### src/flash_mode_current_map.svh
// Operation
// Operating mode select 00 is shutdown, 01 DC-light, 10 flashlight and 11 constant voltage source.
// The host refreshes the mode select within 13 s, otherwise the device shuts down on the refresh timeout.
// A write to bits 7:6 of the mode/centre-current register also updates bits 7:6 of the mode/outer-current register.
// A write to bits 6:5 of the mode/outer-current register also updates bits 6:5 of the mode/centre-current register.
// With voltage_mode_force set the device runs as a constant voltage source, with it clear it runs normally.
// A read always returns zero in the voltage_mode_force bit position.
// With both flash levels zero the LEDs stay off and the converter regulates to output_voltage_setting.
// With high_current_select low the outer level steps by 27.75 mA per code.
// With high_current_select high the outer level uses the larger scale, 64.5 mA for code 1.
// The centre level follows high_current_select, code 0 disables it and code 1 gives 28.0 mA in the low scale.
// In the high-current scale centre codes of 100000 and above saturate at 2052 mA.
// Mode select 00 shuts the device down only when voltage_mode_force is clear.
// high_current_select low is direct drive from the battery, high draws from the reservoir capacitor.
// The host updates a register with one write of address byte then data byte, committed on the acknowledge.
// Every write that updates the mode select restarts the refresh timeout, whose expiry forces shutdown.
`ifndef FLASH_MODE_CURRENT_MAP_SVH
`define FLASH_MODE_CURRENT_MAP_SVH
`define CENTER_REG_ADDR   8'h01
`define OUTER_REG_ADDR    8'h02
`define CENTER_REG_RESET  8'h10
`define OUTER_REG_RESET   8'h08
`define MODE_MSB          7
`define MODE_LSB          6
`define FORCE_BIT         5
`define MIRROR_MSB        6
`define MIRROR_LSB        5
`define CENTER_LEVEL_MSB  5
`define OUTER_LEVEL_MSB   4
`define CLK_HZ            125000000
`define REFRESH_S         13
`define REFRESH_CYCLES    (`REFRESH_S * `CLK_HZ)
`endif

### src/flash_mode_pkg.sv
package flash_mode_pkg;
  typedef enum logic [1:0] {
    MODE_SHUTDOWN = 2'h0,
    MODE_DCLIGHT  = 2'h1,
    MODE_FLASH    = 2'h2,
    MODE_VOLTAGE  = 2'h3
  } opmode_t;

  typedef enum {
    OP_OFF,
    OP_DCLIGHT,
    OP_FLASH,
    OP_VOLTAGE
  } opstate_t;

  typedef struct packed {
    logic       wrEn;
    logic [7:0] addr;
    logic [7:0] data;
  } regwr_t;

  typedef struct packed {
    logic        ledsOn;
    logic        voltageReg;
    logic        directDrive;
    logic [11:0] centerMilliAmp;
    logic [11:0] outerMilliAmp;
  } drive_t;
endpackage : flash_mode_pkg

### src/refresh_timer.sv
`timescale 1ns/10ps
`default_nettype none
`include "flash_mode_current_map.svh"
module refresh_timer #(
  parameter int unsigned LIMIT = `REFRESH_CYCLES
) (
  input  wire logic clk,
  input  wire logic reset_n,
  input  wire logic restart,
  output var  logic expired
);
  logic [31:0] count_r;

  always_ff @(posedge clk or negedge reset_n)
  begin
    if (!reset_n)
    begin
      count_r <= 32'h0;
      expired <= 1'b0;
    end
    else if (restart)
    begin
      count_r <= 32'h0;
      expired <= 1'b0;
    end
    else if (count_r >= LIMIT - 1)
    begin
      expired <= 1'b1;
    end
    else
    begin
      count_r <= count_r + 32'h1;
      expired <= 1'b0;
    end
  end
endmodule : refresh_timer
`default_nettype wire

### src/flash_mode_current_regs.sv
`timescale 1ns/10ps
`default_nettype none
`include "flash_mode_current_map.svh"
module flash_mode_current_regs #(
  parameter int unsigned REFRESH_LIMIT = `REFRESH_CYCLES
) (
  input  wire logic                    clk,
  input  wire logic                    reset_n,
  input  wire flash_mode_pkg::regwr_t  regWrite,
  input  wire logic                    rdEn,
  input  wire logic [7:0]              rdAddr,
  input  wire logic                    high_current_select,
  output logic [7:0]                   rdData,
  output logic                         rdAck,
  output flash_mode_pkg::opmode_t      operatingMode,
  output logic                         voltageSource,
  output logic                         shutdown,
  output flash_mode_pkg::drive_t       drive
);
  // ==========================================================
  // Register storage
  // ==========================================================
  logic [7:0]               centerReg_r;
  logic [7:0]               outerReg_r;
  logic                     refreshExpired;
  logic                     modeWrite;
  logic                     centerWrite;
  logic                     outerWrite;
  logic                     levelsZero;
  flash_mode_pkg::opstate_t state_r;

  // ==========================================================
  // Decode helpers
  // ==========================================================
  function automatic logic writeHits(input flash_mode_pkg::regwr_t wr,
                                     input logic [7:0]             addr);
    writeHits = wr.wrEn && (wr.addr == addr);
  endfunction : writeHits

  // Both levels at zero mean LEDs off and the converter regulating its output voltage.
  function automatic logic bothLevelsZero(input logic [7:0] center,
                                          input logic [7:0] outer);
    bothLevelsZero = (center[`CENTER_LEVEL_MSB:0] == 6'h00) &&
                     (outer[`OUTER_LEVEL_MSB:0] == 5'h00);
  endfunction : bothLevelsZero

  assign centerWrite = writeHits(regWrite, `CENTER_REG_ADDR);
  assign outerWrite  = writeHits(regWrite, `OUTER_REG_ADDR);
  // Both registers carry the mode select, so a write to either counts as a refresh.
  assign modeWrite   = centerWrite || outerWrite;
  assign levelsZero  = bothLevelsZero(centerReg_r, outerReg_r);

  // ==========================================================
  // Register updates
  // ==========================================================
  // A write beats a same-cycle expiry, so a refresh that arrives just in time is kept.
  always_ff @(posedge clk or negedge reset_n)
  begin
    if (!reset_n)
    begin
      centerReg_r <= `CENTER_REG_RESET;
    end
    else if (centerWrite)
    begin
      centerReg_r <= regWrite.data;
    end
    else if (outerWrite)
    begin
      // Bits 6:5 are mirrored exactly as printed, so bit 5 lands in the centre level.
      centerReg_r[`MIRROR_MSB:`MIRROR_LSB] <=
        regWrite.data[`MIRROR_MSB:`MIRROR_LSB];
    end
    else if (refreshExpired)
    begin
      centerReg_r[`MODE_MSB:`MODE_LSB] <= 2'h0;
    end
  end

  always_ff @(posedge clk or negedge reset_n)
  begin
    if (!reset_n)
    begin
      outerReg_r <= `OUTER_REG_RESET;
    end
    else if (outerWrite)
    begin
      outerReg_r <= regWrite.data;
    end
    else if (centerWrite)
    begin
      outerReg_r[`MODE_MSB:`MODE_LSB] <= regWrite.data[`MODE_MSB:`MODE_LSB];
    end
    else if (refreshExpired)
    begin
      outerReg_r[`MODE_MSB:`MODE_LSB] <= 2'h0;
    end
  end

  // ==========================================================
  // Mode refresh timeout
  // ==========================================================
  refresh_timer #(
    .LIMIT (REFRESH_LIMIT)
  ) u_refresh (
    .clk     (clk),
    .reset_n (reset_n),
    .restart (modeWrite),
    .expired (refreshExpired)
  );

  // ==========================================================
  // Read path
  // ==========================================================
  always_ff @(posedge clk or negedge reset_n)
  begin
    if (!reset_n)
    begin
      rdData <= 8'h00;
      rdAck  <= 1'b0;
    end
    else
    begin
      rdAck <= rdEn;
      if (!rdEn)
        rdData <= rdData;
      else if (rdAddr == `CENTER_REG_ADDR)
        rdData <= centerReg_r;
      else if (rdAddr == `OUTER_REG_ADDR)
        rdData <= {outerReg_r[7:6], 1'b0, outerReg_r[4:0]};
      else
        rdData <= 8'h00;
    end
  end

  // ==========================================================
  // Current scales
  // ==========================================================
  // Current figures are rounded to whole mA; the analog stage holds the exact steps.
  // Both scales are worked in quarter milliamps and rounded at the very end.
  function automatic logic [11:0] outerMa(input logic [4:0] code, input logic hc);
    logic [16:0] q;
    q = 17'h0;
    if (!hc)
    begin
      q = 17'(code) * 17'd111;
    end
    else
    begin
      // The first high-current steps are irregular; from code 4 on the scale is linear.
      case (code)
        5'h00:   q = 17'h0;
        5'h01:   q = 17'd258;
        5'h02:   q = 17'd508;
        5'h03:   q = 17'd768;
        default: q = 17'(code) * 17'd257 - 17'd4;
      endcase
    end
    outerMa = 12'((q + 17'h2) >> 2);
  endfunction : outerMa

  function automatic logic [11:0] centerMa(input logic [5:0] code, input logic hc);
    logic [17:0] q;
    q = 18'h0;
    if (code == 6'h0)
      q = 18'h0;
    else if (hc && code >= 6'h20)
      q = 18'd8208;
    else if (hc)
      q = 18'(code) * 18'd256 + 18'd16;
    else
      q = 18'(code) * 18'd111 + 18'h1;
    centerMa = 12'((q + 18'h2) >> 2);
  endfunction : centerMa

  // ==========================================================
  // Operating state
  // ==========================================================
  always_ff @(posedge clk or negedge reset_n)
  begin
    if (!reset_n)
      state_r <= flash_mode_pkg::OP_OFF;
    else if (outerReg_r[`FORCE_BIT])
      state_r <= flash_mode_pkg::OP_VOLTAGE;
    else
    begin
      case (flash_mode_pkg::opmode_t'(outerReg_r[7:6]))
        flash_mode_pkg::MODE_SHUTDOWN: state_r <= flash_mode_pkg::OP_OFF;
        flash_mode_pkg::MODE_DCLIGHT:  state_r <= flash_mode_pkg::OP_DCLIGHT;
        flash_mode_pkg::MODE_FLASH:    state_r <= flash_mode_pkg::OP_FLASH;
        flash_mode_pkg::MODE_VOLTAGE:  state_r <= flash_mode_pkg::OP_VOLTAGE;
        default:                       state_r <= flash_mode_pkg::OP_OFF;
      endcase
    end
  end

  // ==========================================================
  // Status outputs
  // ==========================================================
  always_ff @(posedge clk or negedge reset_n)
  begin
    if (!reset_n)
    begin
      operatingMode <= flash_mode_pkg::MODE_SHUTDOWN;
      voltageSource <= 1'b0;
      shutdown      <= 1'b1;
    end
    else
    begin
      operatingMode <= flash_mode_pkg::opmode_t'(outerReg_r[`MODE_MSB:`MODE_LSB]);
      voltageSource <= (state_r == flash_mode_pkg::OP_VOLTAGE) || levelsZero;
      shutdown      <= (state_r == flash_mode_pkg::OP_OFF);
    end
  end

  // ==========================================================
  // Drive outputs
  // ==========================================================
  // The scale input is sampled with the levels, so a scale change shows after one edge.
  always_ff @(posedge clk or negedge reset_n)
  begin
    if (!reset_n)
    begin
      drive <= '0;
    end
    else
    begin
      drive.ledsOn <= ((state_r == flash_mode_pkg::OP_DCLIGHT) ||
                       (state_r == flash_mode_pkg::OP_FLASH)) && !levelsZero;
      drive.voltageReg     <= levelsZero;
      drive.directDrive    <= !high_current_select;
      drive.centerMilliAmp <= centerMa(centerReg_r[`CENTER_LEVEL_MSB:0], high_current_select);
      drive.outerMilliAmp  <= outerMa(outerReg_r[`OUTER_LEVEL_MSB:0], high_current_select);
    end
  end
endmodule : flash_mode_current_regs
`default_nettype wire

### config.mk
export PLATFORM = sky130hd
export DESIGN_NAME = flash_mode_current_regs
export DESIGN_NICKNAME = d
export VERILOG_FILES = /design/src/flash_mode_pkg.sv /design/src/refresh_timer.sv /design/src/flash_mode_current_regs.sv
export VERILOG_INCLUDE_DIRS = /design/src /design/src/src
export SDC_FILE = /design/constraint.sdc
export NUM_CORES = 1
export LEC_CHECK = 0
export BUFFER_PORTS_ARGS = -buffer_cell sky130_fd_sc_hd__clkbuf_2
export CAP_MARGIN = 5
export CORE_UTILIZATION = 53
export CTS_CLUSTER_DIAMETER = 50
export DETAILED_ROUTE_END_ITERATION = 10
export PLACE_DENSITY = 0.73
export SLEW_MARGIN = 10
export SYNTH_ARGS = -nofsm -noshare
export SYNTH_HDL_FRONTEND = slang
export SYNTH_HIERARCHICAL = 1
export SYNTH_SLANG_ARGS = --single-unit
### constraint.sdc
create_clock -name clk -period 13.3 [get_ports clk]
set_input_delay 0 -clock clk [delete_from_list [all_inputs] [get_ports clk]]
set_output_delay 0 -clock clk [all_outputs]
set_load 0.01 [all_outputs]
==> impl_metrics.py <==
metrics = {
    "setup_path": {
        "cpMaxStageDelayCell": "dfstp_2",
        "crit_chain": "inv_1 -> ha_1 -> fa_1 -> inv_1 -> fa_1 -> inv_1 -> ha_1 -> and3_1 -> a21oi_1 -> a311oi_1 -> or3_4 -> nor4b_4 -> nand3b_2 -> or4_1 -> a21oi_1",
        "critPathLaunchType": "flop",
        "crit_path_max_fanout": 8,
        "arrival_ns": 5.01,
        "cp_slowest_stage_delay_ns": 0.62,
        "critPathRequiredTime_ns": 13.56,
        "cp_common_cell": "inv_1",
        "cp-end-kind": "flop",
        "critical_path_class": "reg -> reg",
    },
    "clock_network": {
        "cts_setup_buffers": 0,
        "root_buffer": "clkbuf_16",
        "clk_latency_ns": 0.35,
        "cts_resized": 0,
        "cts_buffer_depth": 2,
        "cts_max_level": 3,
        "cts_made_buffers": 9,
        "tritoncts": "yes",
        "clk_pin_slew_ns": 0.07,
        "cts.sinks": 91,
    },
    "global_route": {
        "grt_pass1_vias": 5434,
        "grt.overflow.total": 0,
        "antenna_found_initial": 0,
        "grt_pass1_wl_um": 26000,
        "grt_max_degree": 72,
        "grt_usage_pct": 23.0,
    },
    "placed_design": {
        "hpwl_um": 11800,
        "io_buffers": 68,
        "pre_cts_ws_ns": 8.58,
        "gp_congestion": 0.916,
    },
    "hold_path": {
        "min_path_type": "in -> async",
    },
    "yosys": {
        "synth_top_area_share_pct": 31.0,
        "synth_edf_count": 0,
        "synth-seq-cells": 91,
        "syn-num-nets": 873,
        "syn_area_um2": 7090,
        "async_reset_ff_share_pct": 100,
        "synth_top_cell_by_area": "dfrtp_1",
        "synth_most_common_cell": "dfrtp_1",
        "ys.warnings.count": 6,
        "synth.distinct_cells": 79,
        "synthFlopType": "dfrtp_1",
        "ys_top_cells_by_count": "88 x dfrtp_1, 77 x ha_1, 76 x inv_1",
        "ys_top_cells_by_area": "dfrtp_1 31%, ha_1 14%, fa_1 5.6%, inv_1 4.0%, nor2_1 3.7%",
        "syn_inst": 747,
        "ys_seq_area_share_pct": 32.2,
        "syn_avg_cell_area_um2": 9.50,
    },
    "finish": {
        "utilization_pct": 62.0,
        "layout-drive-gt1-share_pct": 15.9,
        "diodes": 0,
        "fin_nets": 944,
        "area_growth_pct": 12.2,
    },
    "sta": {
        "tightest_slew_ns": 1.08,
        "finalSetupViolCount": 0,
        "hold_violations": 0,
        "final_max_slew_viol_count": 0,
        "max_slew_margin_pct": 28.1,
        "rsz0062_at_grt": "no",
        "finalSetupTns_ns": 0,
        "fmax_mhz": 211,
        "setup_ws_ns": 8.55,
        "fin_crit_ns": 4.75,
        "period_share_pct": 35.7,
        "clock_skew_ns": 0.0133,
    },
    "floorplanning": {
        "start_util_pct": 55.3,
        "die_w_um": 118,
        "fp-row-count": 41,
        "io_pins": 69,
        "coreArea_um2": 12800,
        "dieHeight_um": 118,
        "dieArea_um2": 13800,
    },
    "drt": {
        "drc": 0,
        "firstDrtPassIters": 5,
        "wl_per_cell_um": 15.4,
        "post_drt_via_cell_ratio": 5.71,
        "drtIter0Drc": 328,
        "totalWireLength_um": 15300,
        "drtAntennaViolNets": 0,
        "num_vias": 5684,
    },
    "pwr": {
        "power_uw": 885,
        "p_per_area_nw_per_um2": 111,
        "leakage_nw": 3.77,
        "ir_drop_v": 0.0000564,
    },
    "run_status": {
        "outcome": "completed",
    },
    "flow_run": {
        "drv_cap": 0,
    },
}
-- critical path: cells and delay by family, from the launching register on --
kind | cells | cell delay [ns]
adder cells (fa/ha/maj) | 4 | 1.74
AND/OR/NAND/NOR | 5 | 1.55
flip-flops | 1 | 0.62
AO/OA/AOI/OAI | 3 | 0.50
buffers and inverters | 3 | 0.23
-- worst paths after layout --
kind | from | to | slack, ns | cells after the start
max | outerReg_r[3] | drive[11] | 8.55 | 15
min | reset_n | drive[8] | 0.07 | 2
max reg2reg | outerReg_r[3] | drive[11] | 8.55 | 15
min reg2reg | outerReg_r[6] | operatingMode[0] | 0.46 | 0
max in group asynchronous | reset_n | state_r[1] | 12.08 | 3
min in group clk | rdAddr[1] | rdData[5] | 0.13 | 4
-- kinds of logic after synthesis --
logic type | share of synthesized area (%)
flip-flops | 32.2
buffers and inverters | 5.61
AO/OA/AOI/OAI | 13.6
multiplexers | 3.97
XOR/XNOR | 4.69
AND/OR/NAND/NOR | 20.7
adder cells (fa/ha/maj) | 19.2
-- stage by stage --
stage | area (um^2) | std cells | hold slack (ns)
CTS | 7960 | 995 | 0.0830
floorplan | 7090 | 747 | -0.296
detailed placement | 7580 | 969 | -0.101
global placement | 7580 | 969 | -0.108
finish | 7960 | 995 | 0.0713
global route | 7960 | 995 | 0.100
-- cell usage in the layout, fill, tap and decap left out, types with 5 or more instances in the layout --
master / instances
a21oi_1: 41
dlygate4sd3_1: 10
xnor2_1: 27
xor2_1: 11
nand3_1: 23
nand4_1: 5
clkbuf_2: 67
fa_1: 20
and3_1: 10
ha_1: 77
mux2_1: 8
clkbuf_16: 9
o21ai_0: 15
buf_4: 5
nor3_1: 18
nand2_1: 40
a22oi_1: 7
nor4_1: 10
nor3b_1: 7
o21a_1: 8
o211ai_1: 5
or4_1: 13
nor2_1: 69
inv_1: 76
dfrtp_1: 88
nor4b_1: 6
mux2_2: 13
nand2b_1: 6
o31ai_1: 15
or3_1: 7
nor2b_1: 14
a31oi_1: 9
-- routing by layer --
layer  vias to the layer above  GRT usage (%)  routed length [um]
met1                      2735           30.2                7060
met4                         0           8.41                 284
met3                        22           3.15                 541
li1                       2799              -                   -
met2                       128           38.6                7430
met5                         -              0                   0
-- sequential cells by signal (all words and copies together) (netlist names) --
register	flops
u_refresh/count_r	32
drive	27
centerReg_r	8
outerReg_r	8
rdData	8
operatingMode	2
state_r	2
rdAck	1
shutdown	1
u_refresh/expired	1
voltageSource	1
-- final cells by class --
type / count / area (um^2)
inverters: 76 / 285
clock buffers: 10 / 229
repair buffers: 82 / 473
multi-input cells: 558 / 4420
fillers: 1094 / 4870
well taps: 172 / 215
clock inverters: 6 / 50.0
flip-flops and latches: 91 / 2280
-- where the power goes --
group,internal (mW),switching (mW)
registers,0.322,0.0403
logic,0.123,0.157
clock network,0.129,0.114
total,0.574,0.311
-- what timing repair did --
item | in CTS | in global routing
hold buffers | 10 | 0
endpoints found under the hold margin | 37 | 0
endpoints found under the setup margin | 0 | 0
Power figures use the tool's default switching activity.
